[config.mk]
export PLATFORM = sky130hd
export DESIGN_NAME = ssm_sleep_ctrl
export DESIGN_NICKNAME = d
export VERILOG_FILES = /design/src/hdl/ssm_pkg.sv /design/src/hdl/ssm_sleep_ctrl.sv /design/src/hdl/ssm_sync.sv
export VERILOG_INCLUDE_DIRS = /design/src /design/src/hdl
export SDC_FILE = /design/constraint.sdc
export NUM_CORES = 1
export LEC_CHECK = 0
export BUFFER_PORTS_ARGS = -buffer_cell sky130_fd_sc_hd__buf_4
export CORE_UTILIZATION = 32
export CTS_CLUSTER_SIZE = 8
export DETAILED_ROUTE_END_ITERATION = 12
export PLACE_DENSITY = 0.53
export SYNTH_ARGS = -nofsm -noshare
export SYNTH_HDL_FRONTEND = slang
export SYNTH_SLANG_ARGS = --single-unit
[constraint.sdc]
create_clock -name mclk -period 1.64 [get_ports mclk]
set_input_delay 0.082 -clock mclk [delete_from_list [all_inputs] [get_ports mclk]]
set_output_delay 0.082 -clock mclk [all_outputs]
set_load 0.05 [all_outputs]
[src/hdl/ssm_defs.svh]
// Timing counts and tie-off values for the sleep-mode controller
`ifndef SSM_DEFS_SVH
`define SSM_DEFS_SVH
`define SSM_CLK_PERIOD_NS  50
`define SSM_ENTRY_CYCLES   2
`define SSM_RECOVER_CYCLES 2
`define SSM_CNT_W          2
`define SSM_CNT_ZERO       2'h0
`define SSM_BURST_RST      1'h1
`define SSM_TIE_PROC_ADS   1'h1
`define SSM_TIE_CTRL_ADS   1'h0
`define SSM_TIE_ADV        1'h1
`define SSM_TIE_CE_HIGH    1'h1
`endif

[src/hdl/ssm_pkg.sv]
// Types for the sleep-mode controller
package ssm_pkg;
    typedef enum logic [1:0] {
        SSM_AWAKE,
        SSM_ENTERING,
        SSM_ASLEEP,
        SSM_RECOVERING
    } ssm_mode_e;

    // Access controls as presented at the pins, active high here
    typedef struct packed {
        logic proc_strobe;
        logic ctrl_strobe;
        logic advance;
        logic chip_en_low;
        logic chip_en_high;
        logic write;
    } ssm_ctrl_s;

    typedef struct packed {
        ssm_mode_e  mode;
        logic [1:0] cnt;
        logic       sel;
        logic       burst;
        logic       rd;
        logic       wr;
    } ssm_state_s;

    typedef struct packed {
        logic meta;
        logic sync;
    } ssm_sync_s;
endpackage

[src/hdl/ssm_sleep_ctrl.sv]
// Sleep-mode controller: deselect, clock gating and access gating
// Notes on behaviour
// RULE1 - Sleep request puts memory into lowest power
// RULE2 - Sleep self-deselects and stays deselected
// RULE3 - Internal clock gated off while asleep
// RULE4 - Asleep: no selection, no read or write
// RULE5 - Host starts no access two cycles before sleep
// RULE6 - Host holds strobes and writes off around sleep
// RULE7 - Host distrusts read data during sleep entry
// RULE8 - Host never sleeps from stopped clock
// RULE9 - Host keeps normal timing around sleep
// RULE10 - Non-burst tie-off disables the burst counter
// RULE11 - Burst order pin tied firmly when unused
// RULE12 - Entry and recovery each take two cycles
// RULE13 - Sleep request synchronised before use
`timescale 1ns/1ps
`default_nettype none
`include "ssm_defs.svh"
module ssm_sleep_ctrl
    import ssm_pkg::*;
(
    input  wire logic      mclk,
    input  wire logic      rst,
    input  wire logic      sleep_request,
    input  wire ssm_ctrl_s ctrl_in,
    output logic           core_clk_en,
    output logic           access_allow,
    output logic           chip_selected,
    output logic           burst_enable,
    output logic           read_fire,
    output logic           write_fire,
    output logic           asleep,
    output logic           data_unreliable
);
    localparam logic [1:0] ENTRY_LAST =
        2'(`SSM_ENTRY_CYCLES - 1);
    localparam logic [1:0] RECOVER_LAST =
        2'(`SSM_RECOVER_CYCLES - 1);

    ssm_state_s st_q;
    ssm_state_s st_d;
    logic       req_sync;

    // Pin is not clock-registered; sample it through two flops
    ssm_sync u_sync ( // [RULE13]
        .mclk (mclk),
        .rst  (rst),
        .din  (sleep_request),
        .dout (req_sync)
    );

    // True when the pins match the non-burst tie-off
    function automatic logic is_nonburst(input ssm_ctrl_s c);
        is_nonburst = (c.proc_strobe  == `SSM_TIE_PROC_ADS) &&
                      (c.ctrl_strobe  == `SSM_TIE_CTRL_ADS) &&
                      (c.advance      == `SSM_TIE_ADV) &&
                      (c.chip_en_high == `SSM_TIE_CE_HIGH);
    endfunction

    always_comb begin
        st_d = st_q;
        unique case (st_q.mode)
            SSM_AWAKE: begin
                if (req_sync) begin
                    st_d.mode = SSM_ENTERING;
                    st_d.cnt  = `SSM_CNT_ZERO;
                end
            end
            SSM_ENTERING: begin
                // Fixed entry length, even if request drops mid-way
                if (st_q.cnt == ENTRY_LAST) begin // [RULE12]
                    st_d.mode = SSM_ASLEEP; // [RULE1]
                    st_d.cnt  = `SSM_CNT_ZERO;
                end else begin
                    st_d.cnt = 2'(st_q.cnt + 2'h1);
                end
            end
            SSM_ASLEEP: begin
                if (!req_sync) begin
                    st_d.mode = SSM_RECOVERING;
                    st_d.cnt  = `SSM_CNT_ZERO;
                end
            end
            SSM_RECOVERING: begin
                if (req_sync) begin
                    st_d.mode = SSM_ENTERING;
                    st_d.cnt  = `SSM_CNT_ZERO;
                end else if (st_q.cnt == RECOVER_LAST) begin // [RULE12]
                    st_d.mode = SSM_AWAKE;
                    st_d.cnt  = `SSM_CNT_ZERO;
                end else begin
                    st_d.cnt = 2'(st_q.cnt + 2'h1);
                end
            end
        endcase
        // Access pulses last one cycle unless a strobe is taken
        st_d.rd = 1'h0;
        st_d.wr = 1'h0;
        if (st_q.mode == SSM_ASLEEP) begin
            st_d.sel = 1'h0; // [RULE2] [RULE4]
        end else if (access_allow &&
                     (ctrl_in.proc_strobe || ctrl_in.ctrl_strobe)) begin
            st_d.sel = ctrl_in.chip_en_low && ctrl_in.chip_en_high;
            st_d.rd  = st_d.sel && !ctrl_in.write;
            st_d.wr  = st_d.sel && ctrl_in.write;
        end else if (!access_allow) begin
            // Entry and recovery also deselect; writes may corrupt
            st_d.sel = 1'h0;
        end
        st_d.burst = !is_nonburst(ctrl_in); // [RULE10]
    end

    // Host keeps strobes idle outside AWAKE; we gate anyway
    assign access_allow = (st_q.mode == SSM_AWAKE); // [RULE6]

    always_ff @(posedge mclk) begin
        if (rst) begin
            st_q <= '{mode:  SSM_AWAKE,
                      cnt:   `SSM_CNT_ZERO,
                      sel:   1'h0,
                      burst: `SSM_BURST_RST,
                      rd:    1'h0,
                      wr:    1'h0};
        end else begin
            st_q <= st_d;
        end
    end

    // Clock buffer disconnected only in full sleep
    assign core_clk_en     = (st_q.mode != SSM_ASLEEP); // [RULE3]
    assign asleep          = (st_q.mode == SSM_ASLEEP);
    assign chip_selected   = st_q.sel;
    assign burst_enable    = st_q.burst;
    assign read_fire       = st_q.rd;
    assign write_fire      = st_q.wr;
    assign data_unreliable = (st_q.mode == SSM_ENTERING);

    entry_len_a: assert property (@(posedge mclk) disable iff (rst)
        (st_q.mode == SSM_AWAKE && req_sync) |=>
        (st_q.mode == SSM_ENTERING) ##2 (st_q.mode == SSM_ASLEEP))
        else $error("sleep entry not two cycles"); // [RULE12]
    recover_len_a: assert property (@(posedge mclk) disable iff (rst)
        (st_q.mode == SSM_ASLEEP && !req_sync) ##1 (!req_sync)[*2] |=>
        (st_q.mode == SSM_AWAKE))
        else $error("recovery not two cycles"); // [RULE12]
    sleep_desel_a: assert property (@(posedge mclk) disable iff (rst)
        (st_q.mode == SSM_ASLEEP) ##1 (st_q.mode == SSM_ASLEEP)
        |-> !chip_selected)
        else $error("selected while asleep"); // [RULE2]
    sleep_noop_a: assert property (@(posedge mclk) disable iff (rst)
        $past(st_q.mode) == SSM_ASLEEP |-> !read_fire && !write_fire)
        else $error("access while asleep"); // [RULE4]
    clk_gate_a: assert property (@(posedge mclk) disable iff (rst)
        asleep == !core_clk_en)
        else $error("clock gate mismatch"); // [RULE3]
    sync_delay_a: assert property (@(posedge mclk) disable iff (rst)
        $rose(sleep_request) ##1 sleep_request[*2] |->
        req_sync)
        else $error("request sync latency wrong"); // [RULE13]
    nonburst_a: assert property (@(posedge mclk) disable iff (rst)
        is_nonburst(ctrl_in) |=> !burst_enable)
        else $error("burst counter not disabled"); // [RULE10]
    reach_sleep_a: assert property (@(posedge mclk) disable iff (rst)
        $rose(req_sync) && st_q.mode == SSM_AWAKE |-> ##[3:3] asleep)
        else $error("sleep not reached"); // [RULE1]

    // Entry window: data suspect, no access taken
    entry_unrel_a: assert property (@(posedge mclk) disable iff (rst)
        (st_q.mode == SSM_ENTERING) |-> data_unreliable && !access_allow)
        else $error("entry window not flagged"); // [RULE12]

    entry_desel_a: assert property (@(posedge mclk) disable iff (rst)
        (st_q.mode == SSM_ENTERING && $past(st_q.mode) == SSM_ENTERING)
        |-> !chip_selected) else $error("selected during entry"); // [RULE2]

    gate_fire_a: assert property (@(posedge mclk) disable iff (rst)
        ($past(st_q.mode) != SSM_AWAKE) |-> !read_fire && !write_fire)
        else $error("access outside awake"); // [RULE6]

    fire_select_a: assert property (@(posedge mclk) disable iff (rst)
        (read_fire || write_fire) |-> chip_selected)
        else $error("access without select"); // [RULE4]

    fire_excl_a: assert property (@(posedge mclk) disable iff (rst)
        !(read_fire && write_fire))
        else $error("read and write together"); // [RULE4]

    asleep_quiet_a: assert property (@(posedge mclk) disable iff (rst)
        asleep |-> !chip_selected && !read_fire && !write_fire)
        else $error("activity while asleep"); // [RULE2]

    // Recovery runs the clock again but still refuses access
    recover_clk_a: assert property (@(posedge mclk) disable iff (rst)
        (st_q.mode == SSM_RECOVERING) |-> core_clk_en && !access_allow)
        else $error("recovery gating wrong"); // [RULE3]

    restart_entry_a: assert property (@(posedge mclk) disable iff (rst)
        (st_q.mode == SSM_RECOVERING && req_sync) |=>
        (st_q.mode == SSM_ENTERING)) else $error("no restart"); // [RULE12]

    sleep_hold_a: assert property (@(posedge mclk) disable iff (rst)
        (asleep && req_sync) |=> asleep)
        else $error("left sleep while requested"); // [RULE1]

    entry_fixed_a: assert property (@(posedge mclk) disable iff (rst)
        (st_q.mode == SSM_ENTERING && st_q.cnt == ENTRY_LAST) |=> asleep)
        else $error("entry overran"); // [RULE12]

    wake_allow_a: assert property (@(posedge mclk) disable iff (rst)
        (st_q.mode == SSM_RECOVERING && st_q.cnt == RECOVER_LAST &&
        !req_sync) |=> access_allow) else $error("no wake"); // [RULE12]

    // Burst counter runs again once the tie-off pattern is gone
    burst_tie_a: assert property (@(posedge mclk) disable iff (rst)
        !is_nonburst(ctrl_in) |=> burst_enable)
        else $error("burst counter stuck off"); // [RULE10]

    sync_fall_a: assert property (@(posedge mclk) disable iff (rst)
        $fell(sleep_request) ##1 (!sleep_request)[*2] |-> !req_sync)
        else $error("request release latency wrong"); // [RULE13]
endmodule
`default_nettype wire

[src/hdl/ssm_sync.sv]
// Two-flop synchroniser for the asynchronous sleep request
`timescale 1ns/1ps
`default_nettype none
module ssm_sync
    import ssm_pkg::*;
(
    input  wire logic mclk,
    input  wire logic rst,
    input  wire logic din,
    output logic      dout
);
    ssm_sync_s s_q;
    ssm_sync_s s_d;

    // Only the second stage is read outside this module
    always_comb begin
        s_d.meta = din;
        s_d.sync = s_q.meta;
    end

    always_ff @(posedge mclk) begin
        if (rst) begin
            s_q <= '{meta: 1'h0, sync: 1'h0};
        end else begin
            s_q <= s_d;
        end
    end

    assign dout = s_q.sync;
endmodule
`default_nettype wire

Yosys cells after proc, flatten, opt, wreduce, memory -nomap -nowiden:

Cells that the tools add are included.

* register bits after elaboration: 10
* output and inout port bits: 8

* equal/unequal tests: 10
* reduce and logical (&&, ||, !) cells: 15
* add/sub/neg operators: 1
* mux-type cells: 9
* bitwise logic cells: 2

Operator list (number)
* 4-bit one-hot mux with 4 select lines: 1
* 4-bit 2-to-1 mux: 3
* 1-bit logical AND: 7
* 2-bit 2-to-1 mux: 3
* 2-bit by 1-bit inequality test with 1-bit output, second input constant: 3
* 2-bit by 1-bit == test with 1-bit output, second input constant: 2
* 2-bit == test, second input constant: 2
* 2-bit inequality test, second input constant: 2
* 4-bit AND reduction: 1
* 3-bit by 2-bit inequality test with 1-bit output, second input constant: 1
* 3-bit OR reduction: 1
* 2-bit by 1-bit adder with 2-bit output, second input constant: 1
* 1-bit zero test: 2
* 2-bit zero test: 1
* 1-bit 2-to-1 mux: 2
* 1-bit inverter: 2
* 2-bit AND reduction: 1
* 2-bit OR reduction: 1
* 1-bit logical OR: 1

Longest topological paths before layout:

Gate-level depths: netlist of run 1.

* word-level depth: 5
* gate-level depth with buffers: 6

Cells and area by module:

Synthesis of run 1 repeated with hierarchy kept, for this count alone.

* cells, all modules: 46
* area total of the unflattened synthesis: 456.7 µm²

Modules (own cells, without submodules)
* ssm_sleep_ctrl: seq. area each 160.2 µm², area each 404.1 µm², cells each 42, instances 1
* ssm_sync: seq. area each 40.0 µm², area each 52.6 µm², cells each 4, instances 1

Least setup slack after synthesis of run 1:

Ideal clock, no wire load.

* kind: reg-to-reg
* start: register st_q[6] (netlist name)
* end: register st_q[4] (netlist name)
* cell stages (with the launch flop): 7
* path slack: -0.160 ns
* data required time: 1.523 ns
* arrival: 1.683 ns
* path buffers: 0
* setup time: 0.117 ns
* period minus slack after synthesis: 1.800 ns
* cell sequence: dfxtp_1 -> inv_1 -> ha_1 -> inv_1 -> o2bb2ai_1 -> a22oi_1 -> nor2_1

* cells in the longest elaborated chain, start to end: 3

RTL lines
* from (decl): RTL line ssm_sleep_ctrl.sv:40 `ssm_state_s st_q;`
* from (signal assigned): RTL line ssm_sleep_ctrl.sv:118 `st_q <= '{mode: SSM_AWAKE,`
* from (signal assigned): RTL line ssm_sleep_ctrl.sv:125 `st_q <= st_d;`
* 2-bit == test *
* named net asleep: RTL line ssm_sleep_ctrl.sv:32 `output logic asleep,`
* 2-bit inequality test (no line)
* 2-bit AND reduction (no line)

The timed path passes the listed nets; every way through them passes the cells marked *.
A chain may end at the register's enable or synchronous reset.

Worst setup path after layout of run 1:

* start: register st_q[6] (netlist name)
* end: register st_q[6] (netlist name)

* cells in the longest elaborated chain, start to end: 3

RTL lines
* 2-bit == test (tied with other cells): RTL line ssm_sleep_ctrl.sv:62 `unique case (st_q.mode)`
* 3-bit by 2-bit inequality test with 1-bit output (no line) (tied with other cells)
* 4-bit AND reduction (no line)

Several ways; a longest one is shown, not always the timed one.

==> flow_metrics.py, run 1 <==
metrics = {
    "status": {
        "run_status": "completed",
    },
    "sta": {
        "worst_slew_margin_rel_pct": 82.6,
        "tightest_slew_ns": 0.260,
        "period_minus_slack_ns": 1.33,
        "fin_tns_setup_ns": 0,
        "slew_viol_final": 0,
        "final.setup_skew_ns": 0.00458,
        "rsz0062_at_grt": "no",
        "timing.final.hold_violations": 0,
        "timing.final.crit_share_pct": 81.4,
        "fmax_achieved_mhz": 749,
        "finalSetupViolations": 0,
    },
    "die": {
        "chipWidth_um": 40.5,
        "height_of_the_chip_um": 40.5,
        "ioPinCount": 17,
        "design.die.area_mm2": 0.00164,
        "rows": 13,
        "floorplan.initialDensity_pct": 35.6,
        "area_inside_the_core_boundary_mm2": 0.00133,
    },
    "cells_and_area": {
        "multi_input_area_um2": 255,
        "fillers": 143,
        "post_route_cells_drive_above_1_share_pct": 34.7,
        "layout_commonest_cell": "buf_4",
        "nNetsFinal": 87,
        "final_cell_mix": "16 x buf_4, 10 x dfxtp_1, 5 x inv_1, 5 x nor2_1, 4 x nand2_1",
        "area_delta_synth_final_pct": 38.7,
        "antenna-diode-count": 0,
        "sequential_cell_area_um2": 200,
    },
    "synthesis": {
        "prevailing_post_synth_register_cell": "dfxtp_1",
        "count_of_flip_flops_with_a_built_in_enable_after_synthesis": 0,
        "mappedNetlistArea_um2": 475,
        "synth_seq_cells": 10,
        "synth-async-reset-ratio_pct": 0,
        "synthDistinctLibCells": 23,
        "yosysWarningCount": 0,
        "synthesis.instances": 51,
        "synth.yosys.seq_area_share_pct": 42.1,
        "syn_area_per_cell_um2": 9.32,
        "synth_fp_nets": 64,
    },
    "drt": {
        "detail-route-antenna-nets": 0,
        "route.final.wire_length_um": 884,
        "drc_errors": 0,
        "post_drt_wl_per_cell_um": 10.2,
        "detailedRoute.firstPassIterationCount": 2,
        "dr_total_vias": 400,
        "detail_route.iter0.violations": 4,
        "vias_per_cell": 4.60,
    },
    "clocking": {
        "cts_num_sinks": 10,
        "cts-root-buf": "clkbuf_4",
        "htree_num_levels": 1,
        "worst_setup_hold_path_clk_slew_ns": 0.06,
        "cts_tree": "built",
        "cts_buffers": 3,
        "cts.path.max_buffers": 2,
        "clock_latency_ns": 0.26,
    },
    "setup_path": {
        "worst-setup-path-type": "flip-flop to flip-flop",
        "worst-r2r-cell-count": 6,
        "cp.required_ns": 1.79,
        "timing.critical_path.buf_inv": 2,
        "critical_path.cell_chain": "inv_1 > ha_1 > inv_2 > o21ai_2 > nor2b_4 > o21a_1",
        "worst_r2r_startpoint": "st_q[6]",
        "critPathTopFamily": "compound AO/OA/AOI/OAI gates",
        "crit_path_start_kind": "flip-flop",
        "timing.critical_path.arrival_ns": 1.48,
        "critical_path.slowest_cell": "dfxtp_1",
        "worst_path_largest_cell_delay_ns": 0.34,
        "worst_r2r_endpoint": "st_q[6]",
        "ff2ff_setup_slack_ns": 0.31,
        "kind_of_end_point_of_the_critical_path": "flip-flop",
        "timing.critical_path.fanout_max": 5,
    },
    "pwr": {
        "comb_power_share_pct": 48.8,
        "power_switching_uw": 364,
        "total_design_power_uw": 884,
        "worst_ir_drop_vdd_v": 0.000646,
        "cell_internal_pwr_uw": 520,
        "cellLeakagePower_uw": 0.000297,
        "power_frac_seq_pct": 33.3,
        "switching_share_of_power_pct": 41.1,
        "share_clk_of_total_power_pct": 17.8,
        "power_per_cell_area_mw_per_mm2": 1340,
    },
    "min_path": {
        "min_delay_worst_endpoint": "burst_enable",
        "min-delay-start": "ctrl_in[4]",
        "hold-path-cell-count": 3,
        "classification_of_the_worst_slack_hold_path": "input port to flip-flop",
    },
    "placement": {
        "finalWeightedCongestion": 0.662,
        "dpl.hpwl_um": 683,
        "i_o_buffers": 16,
    },
    "global_route": {
        "grt_pass1_wl_um": 1410,
        "first_global_vias": 314,
        "total_routing_usage_reported_by_global_routing_pct": 13.8,
        "largest_net_degree_at_the_start_of_global_routing": 10,
        "antenna_found_initial": 0,
        "overflow": 0,
    },
    "flow_run": {
        "cap_violations": 0,
    },
}
==> state kept, by name, summed over array words and instances, names as in the netlist <==
register	flops
chip_selected	1
write_fire	1
st_q	4
read_fire	1
burst_enable	1
u_sync.s_d	1
u_sync.dout	1
==> layer usage <==
| metal | track usage, % | vias up | part of all wire, % |
|---|---|---|---|
| met5 | 0 | - | 0 |
| met4 | 2.50 | 0 | 0 |
| met3 | 10.0 | 0 | 5.1 |
| met2 | 18.3 | 9 | 46 |
| met1 | 18.0 | 175 | 49 |
| li1 | - | 216 | - |
==> power groups by stage <==
stage / sequential, uW / clock (uW) / combinational [uW]
2_1_floorplan: 316 / 0 / 311
3_3_place_gp: 299 / 0 / 433
3_5_place_dp: 301 / 0 / 428
4_1_cts: 295 / 166 / 433
5_1_grt: 299 / 183 / 469
6_report: 295 / 158 / 431
==> cell usage after synthesis (2+ instances only) <==
| cell | n | share of area, % |
|---|---|---|
| inv_1 | 5 | 3.9 |
| nor2b_1 | 2 | 2.6 |
| nor3_1 | 2 | 2.1 |
| dfxtp_1 | 10 | 42 |
| nor2_1 | 5 | 3.9 |
| nand2_1 | 4 | 3.2 |
| ha_1 | 4 | 11 |
| a21oi_1 | 3 | 3.2 |
| nand2b_1 | 2 | 2.6 |
==> area by class of cell <==
class,count,area share (%)
clock buffer,3,3.42
inverter,6,3.42
multi-input combinational,35,38.7
sequential,10,30.4
tap,15,2.85
timing repair buffer,18,21.3
==> worst max path at each step <==
stage                     cells past startpoint  slack, ns  startpoint       to
final                                         6       0.31     st_q[6]  st_q[6]
after global routing                          6       0.20     st_q[6]  st_q[5]
after CTS                                     6       0.30     st_q[6]  st_q[5]
after detailed placement                      6       0.31     st_q[6]  st_q[5]
after global placement                        6       0.30     st_q[6]  st_q[5]
after floorplan                               6       0.09     st_q[6]  st_q[5]
==> kinds of logic after synthesis <==
| kind of cell | count (synthesis) | synth area share (%) |
|---|---|---|
| flip-flops | 10 | 42.1 |
| multiplexers | 1 | 2.11 |
| buffers and inverters | 6 | 4.74 |
| AO/OA/AOI/OAI | 11 | 17.4 |
| AND/OR/NAND/NOR | 19 | 23.2 |
| adder cells (fa/ha/maj) | 4 | 10.5 |
==> stage by stage <==
stage                     setup WS (ns)  instances  cell area [um2]  hold WS, ns  util [%]
final                             0.305         87              659       0.0370      49.4
after floorplan                  0.0887         51              478        0.144         -
after global routing              0.195         87              659       0.0260      49.4
after global placement            0.304         82              617        0.261      46.2
after CTS                         0.301         87              659       0.0292      49.4
after detailed placement          0.309         82              617        0.261      46.2
==> worst register-to-register path, stage by stage (launching register included) <==
cell     delay, ns
dfxtp_1       0.34
inv_1         0.09
ha_1          0.27
inv_2         0.07
o21ai_2       0.23
nor2b_4       0.07
o21a_1        0.16
==> timing repair <==
action | 4_1_cts | 5_1_grt
resized for setup | 0 | 0
hold endpoints to repair | 2 | 0
buffers inserted | 0 | 0
hold buffers | 2 | 0
Power figures use the tool's default switching activity.
==> run 2, diff against run 1 <==
Clock period 1.64 ns to 1.3 ns, I/O delays scaled along.
==> flow_metrics.py, run 2 (synthesized netlist as in run 1, its figures left out) <==
metrics = {
    "pwr": {
        "total_design_power_uw": 1190,
        "cellLeakagePower_uw": 0.000307,
        "power_per_cell_area_mw_per_mm2": 1660,
        "worst_ir_drop_vdd_v": 0.00103,
    },
    "drt": {
        "dr_total_vias": 410,
        "detail-route-antenna-nets": 0,
        "vias_per_cell": 4.61,
        "route.final.wire_length_um": 873,
        "drc_errors": 0,
        "detail_route.iter0.violations": 5,
        "detailedRoute.firstPassIterationCount": 2,
        "post_drt_wl_per_cell_um": 9.81,
    },
    "flow_run": {
        "cap_violations": 0,
    },
    "setup_path": {
        "worst_r2r_startpoint": "st_q[7]",
        "ff2ff_setup_slack_ns": 0.05,
        "crit_path_start_kind": "flip-flop",
        "worst-setup-path-type": "flip-flop to flip-flop",
        "worst_r2r_endpoint": "st_q[5]",
        "critical_path.cell_chain": "buf_4 > ha_4 > nand2_1 > o21ai_4 > o21bai_1 > and3b_1",
        "kind_of_end_point_of_the_critical_path": "flip-flop",
        "critical_path.slowest_cell": "dfxtp_2",
        "cp.required_ns": 1.46,
        "worst-r2r-cell-count": 6,
        "timing.critical_path.arrival_ns": 1.41,
        "worst_path_largest_cell_delay_ns": 0.34,
        "timing.critical_path.fanout_max": 5,
    },
    "cells_and_area": {
        "final_cells": 89,
        "biggest_register": "st_q",
        "nNetsFinal": 89,
        "final_cell_mix": "18 x buf_4, 8 x dfxtp_1, 5 x nor2_1, 4 x nand2_1",
        "layout_commonest_cell": "buf_4",
        "largest_reg_flops": 4,
        "area_delta_synth_final_pct": 50.5,
        "finalInstanceArea_um2": 716,
        "post_route_cells_drive_above_1_share_pct": 45.9,
        "fillers": 125,
        "antenna-diode-count": 0,
    },
    "sta": {
        "worst_slew_margin_rel_pct": 82.7,
        "timing.final.crit_share_pct": 96.3,
        "slew_viol_final": 0,
        "finalSetupViolations": 0,
        "final.setup_skew_ns": 0.00250,
        "rsz0062_at_grt": "yes",
        "period_minus_slack_ns": 1.25,
        "timing.final.hold_violations": 0,
        "fmax_achieved_mhz": 798,
        "tightest_slew_ns": 0.259,
    },
    "placement": {
        "dpl.hpwl_um": 692,
        "placement.cell_area_um2": 653,
        "placed_instances": 84,
        "finalWeightedCongestion": 0.727,
        "i_o_buffers": 16,
    },
    "min_path": {
        "min-delay-start": "sleep_request",
        "min_delay_worst_endpoint": "u_sync.s_d[0]",
        "hold-path-cell-count": 2,
        "classification_of_the_worst_slack_hold_path": "input port to flip-flop",
    },
    "clocking": {
        "cts_tree": "built",
        "clock_latency_ns": 0.26,
        "worst_setup_hold_path_clk_slew_ns": 0.06,
        "htree_num_levels": 1,
        "cts.path.max_buffers": 2,
        "cts-root-buf": "clkbuf_4",
        "cts_buffers": 3,
        "cts_num_sinks": 10,
    },
    "global_route": {
        "total_routing_usage_reported_by_global_routing_pct": 13.6,
        "first_global_vias": 346,
        "largest_net_degree_at_the_start_of_global_routing": 10,
        "grt_pass1_wl_um": 1370,
        "antenna_found_initial": 0,
        "overflow": 0,
    },
    "die": {
        "height_of_the_chip_um": 40.5,
        "design.die.area_mm2": 0.00164,
        "floorplan.initialDensity_pct": 35.6,
        "area_inside_the_core_boundary_mm2": 0.00133,
        "rows": 13,
        "chipWidth_um": 40.5,
        "ioPinCount": 17,
    },
    "status": {
        "run_status": "completed",
    },
}
-- run 2: area by class of cell --
type / count / area (um2) / share of cell area (%)
sequential: 10 / 203 / 28.3
clock buffer: 3 / 22.5 / 3.15
inverter: 6 / 26.3 / 3.67
tap: 15 / 18.8 / 2.62
multi-input combinational: 35 / 290 / 40.6
timing repair buffer: 20 / 155 / 21.7
-- run 2: worst max path at each step --
stage	start	endpoint	slack, ns	cells after the start
2_1_floorplan	st_q[6]	st_q[4]	-0.12	6
3_3_place_gp	st_q[6]	st_q[7]	0.02	5
3_5_place_dp	st_q[6]	st_q[7]	0.02	5
4_1_cts	st_q[6]	st_q[7]	0.009	5
5_1_grt	st_q[6]	st_q[7]	-0.02	5
6_report	st_q[7]	st_q[5]	0.05	6
-- run 2: timing repair --
action | CTS | global route
endpoints found under the hold margin | 2 | 0
endpoints found under the setup margin | 0 | 3
resized for setup | 0 | 3
buffers inserted | 0 | 0
hold buffers | 2 | 0
-- run 2: where the power goes --
part	switching [uW]	internal (uW)
sequential	38.4	345
combinational	352	256
clock	91.1	106
total	482	707
-- run 2: metal layers --
metal | vias to the layer above | share of wire (%) | routed length [um] | global-route usage (%)
met5 | - | 0 | 0 | 0
met4 | 0 | 0 | 0 | 5.00
met3 | 0 | 5.8 | 51 | 10.0
met2 | 8 | 46 | 400 | 18.7
met1 | 181 | 48 | 421 | 16.0
li1 | 221 | - | - | -
-- run 2: metrics by stage --
stage                     util, %  setup TNS [ns]  worst slack, ns  hold slack [ns]
final                        53.7               0           0.0476           0.0169
after CTS                    52.2               0          0.00884          0.00750
after floorplan                 -          -0.326           -0.125            0.127
after global routing         53.7         -0.0411          -0.0223          0.00657
after detailed placement     49.0               0           0.0221            0.242
after global placement       49.0               0           0.0217            0.242
-- run 2: worst max-delay path, delay by kind of cell, from the launching register on --
| kind | cells | cell delay, ns |
|---|---|---|
| flip-flops | 1 | 0.34 |
| adder cells (fa/ha/maj) | 1 | 0.17 |
| AO/OA/AOI/OAI | 2 | 0.24 |
| AND/OR/NAND/NOR | 2 | 0.26 |
| buffers and inverters | 1 | 0.14 |
